===== config.mk =====
export PLATFORM = sky130hd
export DESIGN_NAME = flash_host
export DESIGN_NICKNAME = d
export VERILOG_FILES = /design/src/flash_host_pkg.sv /design/src/flash_host.sv
export SDC_FILE = /design/constraint.sdc
export NUM_CORES = 1
export LEC_CHECK = 0
export BUFFER_PORTS_ARGS = -buffer_cell sky130_fd_sc_hd__buf_2
export CAP_MARGIN = 20
export CORE_MARGIN = 2
export CORE_UTILIZATION = 65
export CTS_CLUSTER_SIZE = 14
export DETAILED_ROUTE_END_ITERATION = 8
export PLACE_DENSITY = 0.87
export SYNTH_ARGS = -nofsm -noshare
export SYNTH_HDL_FRONTEND = slang
export SYNTH_SLANG_ARGS = --single-unit

===== constraint.sdc =====
create_clock -name sys_clk -period 9.12 [get_ports sys_clk]
set_clock_uncertainty 0.15 [all_clocks]
set_input_delay 0.456 -clock sys_clk [delete_from_list [all_inputs] [get_ports sys_clk]]
set_output_delay 0.456 -clock sys_clk [all_outputs]
set_load 0.01 [all_outputs]

===== src/flash_host_pkg.sv =====
// Purpose: Constants shared by the sector flash programming controller
// Assumes: 250 MHz system clock, byte-wide parallel flash outside
// Notes: Command bytes and addresses are parameters of plain value

package flash_host_pkg;

  // ****************************************
  // Clock and timing
  // ****************************************
  localparam int CLK_MHZ = 250;                 // System clock rate
  localparam int CLK_PERIOD_NS = 4;             // Period in ns
  localparam int WRITE_PULSE_NS = 200;          // Least write pulse low
  localparam int WRITE_HIGH_NS = 200;           // Least write pulse high
  localparam int SETUP_NS = 100;                // Address and data set-up
  localparam int HOLD_NS = 100;                 // Address hold after strobe
  localparam int READ_ACCESS_NS = 150;          // Slowest read access
  localparam int DRIVE_HIGH_PULSE_NS = 150;     // Output-enable high between polls
  localparam int BYTE_LOAD_WINDOW_US = 150;     // Longest gap between byte loads
  localparam int SECTOR_PROGRAM_TIME_MS = 20;   // Longest internal program cycle

  // Least times round up, longest round down
  localparam int WP_CYC = (WRITE_PULSE_NS + CLK_PERIOD_NS - 1) / CLK_PERIOD_NS;
  localparam int WPH_CYC = (WRITE_HIGH_NS + CLK_PERIOD_NS - 1) / CLK_PERIOD_NS;
  localparam int SU_CYC = (SETUP_NS + CLK_PERIOD_NS - 1) / CLK_PERIOD_NS;
  localparam int AH_CYC = (HOLD_NS + CLK_PERIOD_NS - 1) / CLK_PERIOD_NS;
  localparam int RD_CYC = (READ_ACCESS_NS + CLK_PERIOD_NS - 1) / CLK_PERIOD_NS;
  localparam int OEHP_CYC = (DRIVE_HIGH_PULSE_NS + CLK_PERIOD_NS - 1) / CLK_PERIOD_NS;
  localparam int BLW_CYC = BYTE_LOAD_WINDOW_US * CLK_MHZ;
  localparam int SPT_CYC = SECTOR_PROGRAM_TIME_MS * 1000 * CLK_MHZ;

  // ****************************************
  // Geometry
  // ****************************************
  localparam int ADDR_W = 17;                   // Address lines
  localparam int DATA_W = 8;                    // Data lines
  localparam int SECTOR_BYTES = 128;            // Bytes per sector
  localparam int SECTOR_LSB = 7;                // Lowest sector address line
  localparam int TOGGLE_BIT = 6;                // Toggle status bit position
  localparam int CMD_ADDR_W = 15;               // Command address lines

  // ****************************************
  // Command codes, plain values
  // ****************************************
  localparam logic [14:0] CMD_ADDR_A = 15'h5555; // First unlock address
  localparam logic [14:0] CMD_ADDR_B = 15'h2aaa; // Second unlock address
  localparam logic [7:0] CMD_DATA_A = 8'haa;    // First unlock byte
  localparam logic [7:0] CMD_DATA_B = 8'h55;    // Second unlock byte
  localparam logic [7:0] CMD_PROG = 8'ha0;      // Program unlock
  localparam logic [7:0] CMD_ID_ENTER = 8'h90;  // Identification entry
  localparam logic [7:0] CMD_ID_EXIT = 8'hf0;   // Identification exit
  localparam logic [7:0] CMD_LOCK = 8'h80;      // Lockout prefix
  localparam logic [7:0] CMD_LOCK_LO = 8'h40;   // Lock lower boot block
  localparam logic [7:0] CMD_LOCK_HI = 8'h41;   // Lock upper boot block

  // Operation codes on the user port
  localparam logic [2:0] OP_READ = 3'h0;        // Plain array read
  localparam logic [2:0] OP_PROG = 3'h1;        // Program sector from FIFO
  localparam logic [2:0] OP_ID_ENTER = 3'h2;    // Enter identification mode
  localparam logic [2:0] OP_ID_EXIT = 3'h3;     // Leave identification mode
  localparam logic [2:0] OP_LOCK_LO = 3'h4;     // Lock lower boot block
  localparam logic [2:0] OP_LOCK_HI = 3'h5;     // Lock upper boot block

endpackage : flash_host_pkg


===== src/flash_host.sv =====
// Purpose: Host controller driving a sector-programmed parallel flash
// Assumes: Flash strobes are active low, data pins are two-way
// Notes: Program data streams through a FIFO, 128 bytes per sector
//
// Summary of operation
// Output enable held high while writing
// Same sector address on every byte load
// Unloaded bytes end undefined; always load all
// Unlock sequence sent before every program
// Full sector loaded before program starts
// Next byte load inside the load window
// Each poll read strobes output enable afresh
// Only compare successive toggle bits
// Poll address held constant
// Identification reads at address zero or one
// Identification mode lost at power-off
// Exit sequence restores array reads
// Lockout sequence variant picks boot block
// Command bytes at fifteen-bit addresses
// Program cycle bounded by program time
// Poll until toggle bit stops changing
`timescale 1ns/1ps

// ****************************************
// FIFO
// ****************************************
module host_fifo #(
  parameter int WIDTH = 8,
  parameter int DEPTH = 16
) (
  input wire logic sys_clk,
  input wire logic nrst,
  input wire logic [WIDTH-1:0] in_data,
  input wire logic in_valid,
  output logic in_ready,
  output logic [WIDTH-1:0] out_data,
  output logic out_valid,
  input wire logic out_ready
);
  localparam int AW = $clog2(DEPTH);
  logic [WIDTH-1:0] mem [DEPTH];                // Storage
  logic [AW-1:0] wr_ptr, rd_ptr, next_wr_ptr, next_rd_ptr;
  logic [AW:0] count, next_count;               // Fill level
  logic push, pop;

  // Handshakes and pointer updates
  always_comb begin
    push = in_valid && in_ready;
    pop = out_valid && out_ready;
    next_wr_ptr = push ? wr_ptr + 1'b1 : wr_ptr;
    next_rd_ptr = pop ? rd_ptr + 1'b1 : rd_ptr;
    next_count = count + (AW+1)'(push) - (AW+1)'(pop);
  end

  assign in_ready = (count != (AW+1)'(DEPTH));  // Honest full
  assign out_valid = (count != '0);             // Honest empty
  assign out_data = mem[rd_ptr];

  // Register state
  always_ff @(posedge sys_clk or negedge nrst) begin
    if (!nrst) begin
      wr_ptr <= '0;
      rd_ptr <= '0;
      count <= '0;
    end else begin
      wr_ptr <= next_wr_ptr;
      rd_ptr <= next_rd_ptr;
      count <= next_count;
    end
  end

  // Storage write, no reset needed
  always_ff @(posedge sys_clk) begin
    if (push) begin
      mem[wr_ptr] <= in_data;
    end
  end
endmodule : host_fifo

// ****************************************
// Controller
// ****************************************
module flash_host #(
  parameter int BLW_CYCLES = flash_host_pkg::BLW_CYC,   // Byte load window
  parameter int SPT_CYCLES = flash_host_pkg::SPT_CYC,   // Program time limit
  parameter int FIFO_DEPTH = 16
) (
  input wire logic sys_clk,
  input wire logic nrst,
  input wire logic [2:0] op_code,
  input wire logic [16:0] op_addr,
  input wire logic op_valid,
  output logic op_ready,
  input wire logic [7:0] wr_data,
  input wire logic wr_valid,
  output logic wr_ready,
  output logic [7:0] rd_data,
  output logic rd_valid,
  output logic op_error,
  output logic [16:0] flash_addr,
  output logic flash_ce_n,
  output logic flash_oe_n,
  output logic flash_we_n,
  output logic [7:0] flash_dq_out,
  output logic flash_dq_oe_n,
  input wire logic [7:0] flash_dq_in
);
  typedef enum logic [9:0] {
    IDLE = 10'h001, CMD = 10'h002, WSET = 10'h004, WLOW = 10'h008, WHIGH = 10'h010,
    RLOW = 10'h020, RHIGH = 10'h040, POLL = 10'h080, DONE = 10'h100, LOAD = 10'h200
  } state_e;

  state_e state, next_state;
  logic [2:0] op, next_op;                      // Current operation
  logic [2:0] step, next_step;                  // Command byte index
  logic [7:0] nbytes, next_nbytes;              // Bytes loaded
  logic [31:0] cnt, next_cnt;                   // Phase counter
  logic [31:0] tmo, next_tmo;                   // Program time counter
  logic [16:0] addr, next_addr;
  logic [16:0] base, next_base;                 // Operation address, kept through commands
  logic ce_n, next_ce_n, oe_n, next_oe_n, we_n, next_we_n, dq_oe_n, next_dq_oe_n;
  logic [7:0] dout, next_dout;
  logic [7:0] rdat, next_rdat;
  logic rv, next_rv, err, next_err, prev_tog, next_prev_tog, first, next_first;
  logic [7:0] dq_s1, dq_s2;                     // Input synchroniser
  logic [7:0] f_data;
  logic f_valid, f_pop;

  host_fifo #(.WIDTH(8), .DEPTH(FIFO_DEPTH)) u_fifo (
    .sys_clk(sys_clk), .nrst(nrst), .in_data(wr_data), .in_valid(wr_valid),
    .in_ready(wr_ready), .out_data(f_data), .out_valid(f_valid), .out_ready(f_pop)
  );

  // Command byte table per operation and step
  function automatic logic [22:0] cmd_byte(input logic [2:0] o, input logic [2:0] s);
    logic [7:0] last;
    last = (o == flash_host_pkg::OP_PROG) ? flash_host_pkg::CMD_PROG :
           (o == flash_host_pkg::OP_ID_ENTER) ? flash_host_pkg::CMD_ID_ENTER :
           (o == flash_host_pkg::OP_ID_EXIT) ? flash_host_pkg::CMD_ID_EXIT :
           flash_host_pkg::CMD_LOCK;
    case (s)
      3'h0, 3'h3: cmd_byte = {flash_host_pkg::CMD_ADDR_A, flash_host_pkg::CMD_DATA_A};
      3'h1, 3'h4: cmd_byte = {flash_host_pkg::CMD_ADDR_B, flash_host_pkg::CMD_DATA_B};
      3'h2: cmd_byte = {flash_host_pkg::CMD_ADDR_A, last};
      default: cmd_byte = {flash_host_pkg::CMD_ADDR_A,
        (o == flash_host_pkg::OP_LOCK_HI) ? flash_host_pkg::CMD_LOCK_HI
                                          : flash_host_pkg::CMD_LOCK_LO};
    endcase
  endfunction : cmd_byte

  // Command length: lockout six bytes, others three
  function automatic logic [2:0] cmd_len(input logic [2:0] o);
    cmd_len = (o == flash_host_pkg::OP_LOCK_LO || o == flash_host_pkg::OP_LOCK_HI)
              ? 3'h6 : 3'h3;
  endfunction : cmd_len

  // Two-stage synchroniser for data pins
  always_ff @(posedge sys_clk or negedge nrst) begin
    if (!nrst) begin
      dq_s1 <= 8'h00;
      dq_s2 <= 8'h00;
    end else begin
      dq_s1 <= flash_dq_in;
      dq_s2 <= dq_s1;
    end
  end

  assign f_pop = (state == LOAD) && f_valid && (nbytes != 8'(flash_host_pkg::SECTOR_BYTES));

  // Sequencer next state
  always_comb begin
    logic [22:0] cb;
    cb = cmd_byte(op, step);
    next_state = state;
    next_op = op;
    next_step = step;
    next_nbytes = nbytes;
    next_cnt = cnt;
    next_tmo = tmo;
    next_addr = addr;
    next_base = base;
    next_ce_n = ce_n;
    next_oe_n = oe_n;
    next_we_n = we_n;
    next_dq_oe_n = dq_oe_n;
    next_dout = dout;
    next_rdat = rdat;
    next_rv = 1'b0;
    next_err = err;
    next_prev_tog = prev_tog;
    next_first = first;
    case (state)
      IDLE: begin
        if (op_valid) begin
          next_op = op_code;
          next_addr = op_addr;
          next_base = op_addr;                  // Command bytes overwrite addr
          next_step = 3'h0;
          next_nbytes = 8'h00;
          next_err = 1'b0;
          // Reads go straight out; others send a command first
          next_state = (op_code == flash_host_pkg::OP_READ) ? RLOW : CMD;
          next_cnt = 32'h0;
          if (op_code == flash_host_pkg::OP_READ) begin
            next_ce_n = 1'b0;
            next_oe_n = 1'b0;
            next_dq_oe_n = 1'b1;
          end
        end
      end
      CMD: begin
        // Present a command byte at its fifteen-bit address
        next_addr = {2'b00, cb[22:8]};
        next_dout = cb[7:0];
        next_oe_n = 1'b1;
        next_dq_oe_n = 1'b0;
        next_cnt = 32'h0;
        next_state = WSET;
      end
      LOAD: begin
        // Stream one sector, same sector bits on every byte
        if (f_pop) begin
          next_addr = {base[16:flash_host_pkg::SECTOR_LSB], 7'(nbytes)};
          next_dout = f_data;
          next_oe_n = 1'b1;
          next_dq_oe_n = 1'b0;
          next_nbytes = nbytes + 8'h01;
          next_cnt = 32'h0;
          next_state = WSET;
        end else if (cnt >= 32'(BLW_CYCLES - 1)) begin
          next_err = 1'b1;
          next_state = DONE;
        end else begin
          next_cnt = cnt + 32'h1;
        end
      end
      WSET: begin
        // Address and data set-up before the strobe falls
        next_cnt = cnt + 32'h1;
        if (cnt >= 32'(flash_host_pkg::SU_CYC - 1)) begin
          next_ce_n = 1'b0;
          next_we_n = 1'b0;
          next_cnt = 32'h0;
          next_state = WLOW;
        end
      end
      WLOW: begin
        next_cnt = cnt + 32'h1;
        if (cnt >= 32'(flash_host_pkg::WP_CYC - 1)) begin
          next_ce_n = 1'b1;
          next_we_n = 1'b1;
          next_cnt = 32'h0;
          next_state = WHIGH;
        end
      end
      WHIGH: begin
        // Hold and recovery, then choose what follows
        next_cnt = cnt + 32'h1;
        if (cnt >= 32'(flash_host_pkg::WPH_CYC - 1)) begin
          next_cnt = 32'h0;
          next_dq_oe_n = 1'b1;
          if (step != 3'h7 && step + 3'h1 < cmd_len(op)) begin
            next_step = step + 3'h1;
            next_state = CMD;
          end else if (op == flash_host_pkg::OP_PROG &&
                       nbytes != 8'(flash_host_pkg::SECTOR_BYTES)) begin
            next_step = 3'h7;
            next_state = LOAD;
          end else if (op == flash_host_pkg::OP_PROG) begin
            next_tmo = 32'h0;
            next_first = 1'b1;
            next_addr = op_addr_hold(addr);
            next_state = RHIGH;
          end else begin
            next_state = DONE;
          end
        end
      end
      RLOW: begin
        // Read strobe held for access time
        next_cnt = cnt + 32'h1;
        if (op == flash_host_pkg::OP_PROG) begin
          next_tmo = tmo + 32'h1;
        end
        if (cnt >= 32'(flash_host_pkg::RD_CYC + 1)) begin
          next_ce_n = 1'b1;
          next_oe_n = 1'b1;
          next_cnt = 32'h0;
          if (op == flash_host_pkg::OP_PROG) begin
            next_prev_tog = dq_s2[flash_host_pkg::TOGGLE_BIT];
            next_first = 1'b0;
            // Finished once two reads agree
            next_state = (!first && dq_s2[flash_host_pkg::TOGGLE_BIT] == prev_tog)
                         ? DONE : RHIGH;
          end else begin
            next_rdat = dq_s2;
            next_rv = 1'b1;
            next_state = DONE;
          end
        end
      end
      RHIGH: begin
        // Output enable high between polls
        next_cnt = cnt + 32'h1;
        next_tmo = tmo + 32'h1;
        if (tmo >= 32'(SPT_CYCLES - 1)) begin
          next_err = 1'b1;
          next_state = DONE;
        end else if (cnt >= 32'(flash_host_pkg::OEHP_CYC - 1)) begin
          next_ce_n = 1'b0;
          next_oe_n = 1'b0;
          next_cnt = 32'h0;
          next_state = RLOW;
        end
      end
      DONE: begin
        next_ce_n = 1'b1;
        next_oe_n = 1'b1;
        next_we_n = 1'b1;
        next_dq_oe_n = 1'b1;
        next_state = IDLE;
      end
      default: next_state = IDLE;
    endcase
  end

  // Poll address: first byte of the sector, kept fixed
  function automatic logic [16:0] op_addr_hold(input logic [16:0] a);
    op_addr_hold = {a[16:flash_host_pkg::SECTOR_LSB], 7'h00};
  endfunction : op_addr_hold

  // Register sequencer state
  always_ff @(posedge sys_clk or negedge nrst) begin
    if (!nrst) begin
      state <= IDLE;
      op <= 3'h0;
      step <= 3'h0;
      nbytes <= 8'h00;
      cnt <= 32'h0;
      tmo <= 32'h0;
      addr <= 17'h00000;
      base <= 17'h00000;
      ce_n <= 1'b1;
      oe_n <= 1'b1;
      we_n <= 1'b1;
      dq_oe_n <= 1'b1;
      dout <= 8'h00;
      rdat <= 8'h00;
      rv <= 1'b0;
      err <= 1'b0;
      prev_tog <= 1'b0;
      first <= 1'b0;
    end else begin
      state <= next_state;
      op <= next_op;
      step <= next_step;
      nbytes <= next_nbytes;
      cnt <= next_cnt;
      tmo <= next_tmo;
      addr <= next_addr;
      base <= next_base;
      ce_n <= next_ce_n;
      oe_n <= next_oe_n;
      we_n <= next_we_n;
      dq_oe_n <= next_dq_oe_n;
      dout <= next_dout;
      rdat <= next_rdat;
      rv <= next_rv;
      err <= next_err;
      prev_tog <= next_prev_tog;
      first <= next_first;
    end
  end

  assign op_ready = (state == IDLE);
  assign flash_addr = addr;
  assign flash_ce_n = ce_n;
  assign flash_oe_n = oe_n;
  assign flash_we_n = we_n;
  assign flash_dq_out = dout;
  assign flash_dq_oe_n = dq_oe_n;
  assign rd_data = rdat;
  assign rd_valid = rv;
  assign op_error = err;

  // ****************************************
  // Assertions
  // ****************************************
  property p_oe_high_in_write;
    @(posedge sys_clk) disable iff (!nrst) (!flash_we_n && !flash_ce_n) |-> flash_oe_n;
  endproperty
  a_oe_high_in_write: assert property (p_oe_high_in_write)
    else $error("output enable low during write");

  property p_sector_stable;
    @(posedge sys_clk) disable iff (!nrst)
      (state == WLOW && op == flash_host_pkg::OP_PROG && step == 3'h7)
      |-> flash_addr[16:flash_host_pkg::SECTOR_LSB] == base[16:flash_host_pkg::SECTOR_LSB];
  endproperty
  a_sector_stable: assert property (p_sector_stable)
    else $error("sector address moved during load");

  property p_full_sector;
    @(posedge sys_clk) disable iff (!nrst)
      (state == WHIGH && $past(state) == WLOW && op == flash_host_pkg::OP_PROG && step == 3'h7)
      |-> nbytes <= 8'd128;
  endproperty
  a_full_sector: assert property (p_full_sector)
    else $error("more bytes than a sector");

  property p_poll_only_full;
    @(posedge sys_clk) disable iff (!nrst)
      (state == RHIGH && $past(state) == WHIGH) |-> nbytes == 8'd128;
  endproperty
  a_poll_only_full: assert property (p_poll_only_full)
    else $error("program started with partial sector");

  property p_write_pulse;
    @(posedge sys_clk) disable iff (!nrst)
      $fell(flash_we_n) |-> (!flash_we_n)[*8];
  endproperty
  a_write_pulse: assert property (p_write_pulse) // Write pulse low at least 8 cycles
    else $error("write pulse too short");

  property p_poll_addr;
    @(posedge sys_clk) disable iff (!nrst)
      (state == RLOW && op == flash_host_pkg::OP_PROG) |-> $stable(flash_addr);
  endproperty
  a_poll_addr: assert property (p_poll_addr)
    else $error("poll address changed");

  property p_oe_high_pulse;
    @(posedge sys_clk) disable iff (!nrst)
      ($rose(flash_oe_n) && state == RHIGH) |-> flash_oe_n[*8];
  endproperty
  a_oe_high_pulse: assert property (p_oe_high_pulse)
    else $error("output enable high pulse too short");

  property p_load_window;
    @(posedge sys_clk) disable iff (!nrst)
      (state == LOAD) |-> cnt < 32'(BLW_CYCLES);
  endproperty
  a_load_window: assert property (p_load_window)
    else $error("byte load window overrun");

  property p_prog_time;
    @(posedge sys_clk) disable iff (!nrst)
      (state == RHIGH) |-> tmo < 32'(SPT_CYCLES) + 32'h40;
  endproperty
  a_prog_time: assert property (p_prog_time)
    else $error("program cycle not bounded");

endmodule : flash_host


==> results of run 1 <==
==> synth_stat cells, drive strengths merged (3+ instances only) <==
library cell and n:
a21oi 56, nor2b 10, clkbuf 44, o41ai 4, mux2 10, edfxtp 128
or3 25, or2 4, o21ai 74, and4 3, and2 17, a221oi 16
or4 6, and4b 3, a2bb2oi 17, nand3 37, nor4b 3, nand2 131
nor4 17, xor2 17, buf 15, a21o 4, xnor2 12, mux4 40
a22o 5, inv 30, nand4 25, a211oi 4, a211o 5, nand4b 6
nor3 16, dfstp 5, nor3b 3, o31ai 22, ha 24, a31oi 5
nor2 93, dfrtp 162, nand2b 7, o211ai 4, and3 15
==> per-stage QoR <==
stage	util [%]	hold WS [ps]	worst slack (ps)	total power, mW
global route	74.3	19.9	4480	4.14
global placement	68.6	185	5070	2.59
detailed placement	68.6	191	4830	2.65
CTS	74.2	9.26	4820	3.94
finish	74.3	16.3	4760	3.99
floorplan	-	10.4	5980	2.33
==> power groups by stage <==
stage	Clock, mW	Sequential [mW]	Combinational [mW]
floorplan	0	1.71	0.616
global placement	0	1.71	0.885
detailed placement	0	1.73	0.923
CTS	1.27	1.71	0.962
global route	1.33	1.73	1.08
finish	1.28	1.72	0.994
==> worst max path at each step <==
| stage | cells after the start | from | endpoint |
|---|---|---|---|
| after floorplan | 14 | state[2]$_DFFE_PN0P_ | u_fifo.count[4]$_DFF_PN0_ |
| after global placement | 12 | state[8]$_DFFE_PN0P_ | u_fifo.count[4]$_DFF_PN0_ |
| after detailed placement | 12 | state[8]$_DFFE_PN0P_ | u_fifo.count[4]$_DFF_PN0_ |
| after CTS | 12 | state[8]$_DFFE_PN0P_ | u_fifo.count[4]$_DFF_PN0_ |
| after global routing | 12 | state[8]$_DFFE_PN0P_ | u_fifo.count[4]$_DFF_PN0_ |
| final | 12 | state[8]$_DFFE_PN0P_ | u_fifo.count[4]$_DFF_PN0_ |
==> flip-flops by register name (all words and copies together) (netlist names), 3 cells and up <==
name	cells
base	10
cnt	32
dq_s1	8
dq_s2	8
flash_addr	17
flash_dq_out	8
nbytes	8
op	3
rd_data	8
state	9
step	3
tmo	32
u_fifo.count	5
u_fifo.mem	128
u_fifo.rd_ptr	4
u_fifo.wr_ptr	4
==> worst max-delay path: cells and delay by family, from the launching register on <==
kind	cells	cell delay, ps
and+or+nand+nor	5	2150
xor gates and xnor gates	1	120
buffers and inverters	2	400
adders and majority gates	3	850
AOI/OAI and AO/OA	1	140
DFF	1	450
==> final cells by class <==
class | instances | share of cell area (%)
timing repair buffer | 109 | 4.30
sequential | 295 | 51.7
tap | 275 | 2.22
multi-input combinational | 769 | 34.5
clock buffer | 41 | 5.35
inverter | 31 | 0.750
clock inverter | 13 | 1.18
==> logic make-up after synthesis <==
kind of cell | share of synthesized area, %
compound gates | 11.9
fa+ha+maj | 2.33
simple gates | 15.4
flops | 58.4
mux | 7.45
xor+xnor | 1.85
buf+inv | 2.73
==> layer usage <==
layer  part of all wire, %  GRT usage, %  vias to the layer above
li1                      -             -                     4477
met1                    35          40.8                     5022
met5                     0             0                        -
met2                    51          59.3                      634
met4                   5.9          15.0                        0
met3                   7.4          5.06                      182
==> timing repair <==
item / in CTS / in global routing
gates resized for setup: 0 / 0
hold endpoints to repair: 112 / 0
setup buffers: 0 / 0
hold buffers: 16 / 0
==> results list, run 1 <==
- The flow ran to the end, and the final reports show no timing, DRC or antenna violations.
- Once the floorplan was initialized, standard cells occupied between 60% and 70% of the core.
* Total overflow reported by the global router: 0
* Crit path largest cell delay: roughly 930 ps
- For this run, the number of Yosys warnings is 0.
- ANT nets after route: 0
* Hold-critical path depth: 3
- In the layout the commonest cells are 161 x sky130_fd_sc_hd__dfrtp_1, 131 x sky130_fd_sc_hd__nand2_1, 128 x sky130_fd_sc_hd__edfxtp_1, 93 x sky130_fd_sc_hd__nor2_1, 79 x sky130_fd_sc_hd__buf_2.
- At the pin with the least slew margin, the transition time is slightly above 1000 ps.
- Synthesis inferred between 200 and 300 register bits.
- Static leakage power: 6.21 nW
* Antenna Cells: 0
- Unique cell type count in the Yosys netlist: roughly 80
- Compared with the post-synthesis result, the final layout area differs by 12.9%.
- By area the synthesized netlist is led by sky130_fd_sc_hd__dfrtp_1 29%, sky130_fd_sc_hd__edfxtp_1 28%, sky130_fd_sc_hd__mux4_2 6.6%, sky130_fd_sc_hd__nand2_1 3.6%, sky130_fd_sc_hd__o21ai_0 2.6%.
* Hold Vio Cnt, Final: 0
- Quantity of I/O buffers inserted on ports: 80
* Part of the power in combinational logic: between 20% and 30%
- Detailed placement finished with a half-perimeter wire length of roughly 22000 um.
- Type of element launching the critical path: register
* Most common cell after layout, fill and taps aside: sky130_fd_sc_hd__dfrtp_1
* Max frequency: about 0.23 GHz
- Fraction of the yosys area taken by sequential cells: about 58%
* WL final: approximately 36000 um
- Summed over all instances, the cell type with the most area after synthesis is sky130_fd_sc_hd__dfrtp_1.
* Top cell type's share of synthesized area: 29.5%
* Number of DRC markers in iteration 0: ~1200
* Worst path cell trace: nor3_2, and4b_1, nand3_1, inv_2, ha_1, inv_1, ha_1, fa_1, a21oi_1, nor2_1, nor2_1, xnor2_1
* Number of pins exceeding their max-slew limit in the final report: 0
- Minimum clock period after layout: between 4000 and 5000 ps
- The later pin in the worst-skew pair is clocked with a latency of between 500 and 600 ps.
* Endpoint, Worst Hold: op[0]$_DFFE_PN0P_
* Startpoint of the worst-slack reg-to-reg timing path: state[8]$_DFFE_PN0P_
* Part of the power in registers: around 43%
* Number of standard cells in the final layout excluding fillers: roughly 1500
* Relative slew slack: 31.6%
* PD cells: about 260 nW/um2
* Via count of the first global-routing pass: just over 10000
* Endpoint of the worst-slack reg-to-reg timing path: u_fifo.count[4]$_DFF_PN0_
- Cells on worst reg2reg path: 12
- In the synthesized netlist the dominant register cell turns out to be sky130_fd_sc_hd__dfrtp_1.
- # placed instances: 1462
* First-pass GRT wire length: 57400 um
* Source of the worst hold timing path: op_code[0]
- Of the available clock period, the critical path in the final layout requires a little under half.
* Number of max-cap violations: 0
- Worst Path Required: roughly 9500 ps
- Critical path capture point type: register
* Post-synthesis net count: about 1200
- Internal power comes to ~2.7 mW.
* Multi-input logic area: roughly 5300 um2
- The synthesized design contains around 130 enable-type register cells.
- Summing every instance area after synthesis gives approximately 14000 um2.
* Worst Path Arrival: ~4700 ps
* Fill cell count: 1260
- Die outline height: roughly 150 um
- Clock tree synthesis selected as its root buffer the cell sky130_fd_sc_hd__clkbuf_16.
- Detail-routed via count per cell: 6.73
* Max IR drop VDD: 255 uV
- The die covers between 20000 and 25000 um2.
* Die width: ~150 um
- Adding up every negative setup slack in the final design gives 0 ps.
- The finished cells cover approximately 16000 um2.
- Number of buffers on the longest clock path: 3
* Top-level port count: 81
* Final setup violating endpoints: 0
* Count of TritonRoute iterations in the first routing pass: 6
- Of all flip-flops after synthesis, the portion carrying an async set or reset was around 57%.
- Unrepaired setup endpoints after global routing: false
* Slowest-stage cell, CP: sky130_fd_sc_hd__and4b_1
* Total global routing track utilization: 33.5%
- Maximum net fanout on the critical path: 24
- After detailed routing, the average wire length per cell comes to 23.8 um.
- Final weighted congestion in routability-driven placement: around 0.9
* Std-Cell Core Area: around 21000 um2
* Num Clock Sinks: 295
- Summing all flip-flop and latch instances after layout gives ~8000 um2.
- Entering global routing, the biggest net connects slightly above 100 pins.
* Critical path class: register to register
* Share of layout cells above drive strength 1: 17.5%
- HP Class: input pin to register
* Standard-cell row count: 53
- Cts bufs inserted: 29
- Per-instance average area after synthesis: approximately 12 um2
- The clock network burns approximately 32% of the power.
- After detailed placement, the total cell area comes to about 14000 um2.
* Switching Fraction: around 33%
- The cell count after synthesis came out at 1154.
* Number of antenna violations at the first check in global routing: 0
- DR vias: slightly above 10000
- Clock-pin slew on the worst setup and hold paths: approximately 70 ps
* Count of nets after finishing: between 1000 and 1500
- In this run the number of H-tree levels came out at 1.
- Switching Power: about 1.3 mW
* Clock tree from TritonCTS: built
* Register-to-register path setup slack: 4760 ps
* Detailed-route DRC error count: 0
(Power assumes the default switching activity.)
==> run 2, diff against run 1 <==
--- a/config.mk
+++ b/config.mk
@@ -5,13 +5,14 @@
 export SDC_FILE = /design/constraint.sdc
 export NUM_CORES = 1
 export LEC_CHECK = 0
+export ABC_AREA = 1
 export BUFFER_PORTS_ARGS = -buffer_cell sky130_fd_sc_hd__buf_2
 export CAP_MARGIN = 20
 export CORE_MARGIN = 2
-export CORE_UTILIZATION = 65
+export CORE_UTILIZATION = 62
 export CTS_CLUSTER_SIZE = 14
 export DETAILED_ROUTE_END_ITERATION = 8
-export PLACE_DENSITY = 0.87
+export PLACE_DENSITY = 0.84
 export SYNTH_ARGS = -nofsm -noshare
 export SYNTH_HDL_FRONTEND = slang
 export SYNTH_SLANG_ARGS = --single-unit
==> constraint.sdc (replaced) <==
create_clock -name sys_clk -period 4.4 [get_ports sys_clk]
set_clock_uncertainty 0.15 [all_clocks]
set_input_delay 0.22 -clock sys_clk [delete_from_list [all_inputs] [get_ports sys_clk]]
set_output_delay 0.22 -clock sys_clk [all_outputs]
set_load 0.01 [all_outputs]
==> results list, run 2 <==
- The number of nets in the synthesized netlist is 1863 (+53%).
- Worst Path Arrival: 3840 ps (-850 ps)
* Die width: 161 um (+8.0%)
* Dominant cell by count in the synthesized netlist: sky130_fd_sc_hd__nand2_1
* First-pass GRT wire length: 63200 um (+10%)
- Per-instance average area after synthesis: 8.54 um2 (-28%)
- Pin slew with the least headroom to its limit: 892 ps (-130 ps)
- Final setup violating endpoints: 0 (unchanged)
* Clock tree from TritonCTS: built
- Final setup slack of the worst path: 827 ps (-3930 ps)
* Share of the synthesized area in compound gates (AO/OA/AOI/OAI): 9.05% (-2.8 points)
- HP Class: input pin to async pin
- Sum of negative setup slack: 0 ps (unchanged)
- Type of element launching the critical path: register
- Setup Slack @ Placement: 944 ps (-3880 ps)
* Cell-internal power: 5.35 mW (+100%)
- Cells on worst reg2reg path: 11 (-1)
- Final-layout worst hold slack: 39.2 ps (+23.0 ps)
- The power per cell area came to 468 nW/um2 (+82%).
- The worst register-to-register path begins at step[0]$_DFFE_PN0P_.
- DR vias: 13000 (+26%)
* Count of nets after finishing: 1967 (+51%)
* Hold Vio Cnt, Final: 0 (unchanged)
- Max frequency: 0.280 GHz (+22%)
- The unique cell type count in the Yosys netlist is 46 (-42%).
* Register-to-register path setup slack: 830 ps (-3930 ps)
- After synthesis, the largest family of logic cells by area is simple AND/OR/NAND/NOR gates.
* Number of antenna violations at the first check in global routing: 0 (unchanged)
* Number of pins exceeding their max-slew limit in the final report: 0 (unchanged)
- Max IR drop VDD: 449 uV (+76%)
- The switching power share of the total came to 34.0% (+0.95 points).
* Part of the power in registers: 43.5% (+0.4 points)
* Basic-gate share of the synthesized area counting and, or, nand and nor cells: 27.8% (+12 points)
- Top cell type's share of synthesized area: 26.4% (-3.1 points)
- Via count of the first global-routing pass: 12600 (+23%)
- The parity-gate share of the synthesized area counting xor and xnor cells is 2.80% (+0.95 points).
- Number of DRC markers in iteration 0: 1641 (+40%)
* Detail-routed via count per cell: 5.78 (-14%)
- Leading post-synthesis cells by instance count: 448 x sky130_fd_sc_hd__nand2_1, 280 x sky130_fd_sc_hd__nor2_1, 162 x sky130_fd_sc_hd__dfrtp_1
- Static leakage power: 7.60 nW (+22%)
* Fraction of the yosys area taken by sequential cells: 52.3% (-6.1 points)
- Number of standard cells in the final layout excluding fillers: 2250 (+47%)
- Total standard cell area after synthesis: 15300 um2 (+12%)
- The initial cell density of the core came to 63.1% (-2.7 points).
- The maximum buffer depth of the clock tree was 3 (unchanged).
* Area contributors post-synth: sky130_fd_sc_hd__dfrtp_1 26%, sky130_fd_sc_hd__edfxtp_1 25%, sky130_fd_sc_hd__nand2_1 11%, sky130_fd_sc_hd__nor2_1 6.8%, sky130_fd_sc_hd__nand3_1 4.0%
* Clock network fraction of design power: 31.3% (-0.7 points)
* # placed instances: 2155 (+47%)
- The critical-path maximum fanout is 53 (+120%).
- Total global routing track utilization: 30.2% (-3.3 points)
- Skew-Pair Late Insertion Delay: 600 ps (+30 ps)
- Die outline height: 161 um (+8.0%)
* Async S/R FF share, synth: 56.6% (unchanged)
- The number of clock sinks is 295 (unchanged).
- Count of TritonRoute iterations in the first routing pass: 7 (+1)
- Average wire per cell in the routed design: 17.4 um (-27%)
* Final period utilization: 81.2% (+33 points)
- Number of flip-flops under the largest register name: 128 (unchanged)
- The aggregate global routing overflow was 0 (unchanged).
- The endpoint identified for the worst register-to-register timing path is tmo[3]$_DFFE_PN0P_.
* Root Buffer: sky130_fd_sc_hd__clkbuf_16
- Post-synthesis sequential element count: 295 (unchanged)
* Part of the power in combinational logic: 25.2% (+0.3 points)
* Count of yosys warnings during synthesis: 0 (unchanged)
- Dpl cell area: 15900 um2 (+11%)
- Share of cell area taken by muxes after synthesis: 0% (-7.4 points)
- Quantity of I/O buffers inserted on ports: 80 (unchanged)
- Leaving out fill and tap cells, the most frequent cell in the layout is sky130_fd_sc_hd__nand2_1.
- The post-detailed-routing wire length came to 39100 um (+7.2%).
* H-tree depth: 1 (unchanged)
* EDFF count, synth: 128 (unchanged)
- The post-cts repair resize count is 0 (unchanged).
- Final weighted congestion in routability-driven placement: 0.967 (+5.8%)
* Worst Path Required: 4670 ps (-4780 ps)
* Unrepaired setup endpoints after global routing: false
- The worst max-slew margin expressed relative to the limit came to 40.3% (+8.7 points).
- Top-level port count: 81 (unchanged)
* Standard-cell row count: 57 (+7.5%)
- Ranked by flip-flop count, first place goes to u_fifo.mem.
* Critical path class: register to register
- Antenna Cells: 0 (unchanged)
* Largest net degree at the start of global routing: 111 (+9.9%)
- The adder-cell share of the synthesized area was 2.09% (-0.24 points).
- The worst setup path is captured at a register.
* Top_reg_cell synth: sky130_fd_sc_hd__dfrtp_1
- The number of remaining DRC errors came to 0 (unchanged).
* Die area: 26000 um2 (+17%)
- The core footprint is 24300 um2 (+16%).
- The final period demand of the worst path is 3570 ps (-789 ps).
- Share of layout cells above drive strength 1: 12.6% (-4.9 points)
* Switching Power: 2.76 mW (+110%)
- Cell area after layout: 17300 um2 (+12%)
- The synthesized instance count is 1798 (+56%).
* Post-synthesis cell type with the largest combined area: sky130_fd_sc_hd__dfrtp_1
* Half-perimeter wire length after placement: 25400 um (+16%)
- The run finished with clean final reports.
* Number of max-cap violations: 0 (unchanged)
- Most frequent cells in the layout: 448 x sky130_fd_sc_hd__nand2_1, 280 x sky130_fd_sc_hd__nor2_1, 161 x sky130_fd_sc_hd__dfrtp_1, 153 x sky130_fd_sc_hd__inv_1, 128 x sky130_fd_sc_hd__edfxtp_1
- The largest registers in the layout are u_fifo.mem (128), cnt (32), tmo (32).
- The number of routed nets with antenna violations came to 0 (unchanged).
* Cts bufs inserted: 30 (+3.4%)
* Clock-pin slew on the worst setup and hold paths: 60 ps (about the same)
- Area growth from synthesis to layout: 12.8% (about the same)
-- run 2: final cells by class --
| class | instances | area, um2 |
|---|---|---|
| clock buffer | 37 | 787 |
| multi-input combinational | 1283 | 6400 |
| tap | 324 | 405 |
| sequential | 295 | 8030 |
| fill | 1778 | 7010 |
| timing repair buffer | 127 | 870 |
| clock inverter | 19 | 193 |
| inverter | 165 | 624 |
-- run 2: layer usage --
layer	share of wire, %	vias up	wire length, um	global-route usage [%]
li1	-	6140	-	-
met1	41	6161	16100	41.1
met2	48	625	18900	49.9
met3	7.8	85	3040	4.42
met4	2.9	0	1130	10.6
met5	0	-	0	0
-- run 2: how the worst max path moves through the flow --
stage / startpoint / endpoint / slack [ps]
2_1_floorplan: nbytes[0]$_DFFE_PN0P_ / u_fifo.count[4]$_DFF_PN0_ / 1700
5_1_grt: step[0]$_DFFE_PN0P_ / tmo[3]$_DFFE_PN0P_ / 520
4_1_cts: step[0]$_DFFE_PN0P_ / tmo[12]$_DFFE_PN0P_ / 860
6_report: step[0]$_DFFE_PN0P_ / tmo[3]$_DFFE_PN0P_ / 830
3_5_place_dp: step[0]$_DFFE_PN0P_ / tmo[3]$_DFFE_PN0P_ / 940
3_3_place_gp: step[0]$_DFFE_PN0P_ / tmo[3]$_DFFE_PN0P_ / 1040
-- run 2: worst max-delay path, stage by stage (launching register included) --
cell                      delay [ps]
sky130_fd_sc_hd__dfrtp_1         420
sky130_fd_sc_hd__ha_1            240
sky130_fd_sc_hd__ha_1            280
sky130_fd_sc_hd__inv_1            50
sky130_fd_sc_hd__ha_1            270
sky130_fd_sc_hd__a31oi_1         120
sky130_fd_sc_hd__inv_1           170
sky130_fd_sc_hd__nor2_1          100
sky130_fd_sc_hd__nor2_1          700
sky130_fd_sc_hd__nand2_4         560
sky130_fd_sc_hd__nand2_1         240
sky130_fd_sc_hd__o21ai_2          70
-- run 2: cells by family (layout without fill, tap and decap cells) --
| group | Yosys count | after routing |
|---|---|---|
| AO/OA/AOI/OAI | 222 | 222 |
| XOR/XNOR | 49 | 49 |
| adder cells (fa/ha/maj) | 25 | 25 |
| buffers and inverters | 220 | 348 |
| flip-flops | 295 | 295 |
| AND/OR/NAND/NOR | 987 | 987 |
-- run 2: what timing repair did --
action                                 4_1_cts  5_1_grt
endpoints found under the hold margin      227        0
setup buffers                                0        0
hold buffers                                39        0
-- run 2: power by group through the flow --
stage,Clock [mW],Sequential (mW),Combinational (mW)
after floorplan,0,3.58,1.40
after global placement,0,3.54,1.89
after detailed placement,0,3.56,1.97
after CTS,2.55,3.51,2.01
after global routing,2.66,3.56,2.24
final,2.54,3.53,2.04
-- run 2: stage by stage --
stage | utilization [%] | power [mW]
2_1_floorplan | - | 4.98
3_3_place_gp | 65.6 | 5.44
3_5_place_dp | 65.6 | 5.52
4_1_cts | 71.2 | 8.07
5_1_grt | 71.2 | 8.46
6_report | 71.2 | 8.11
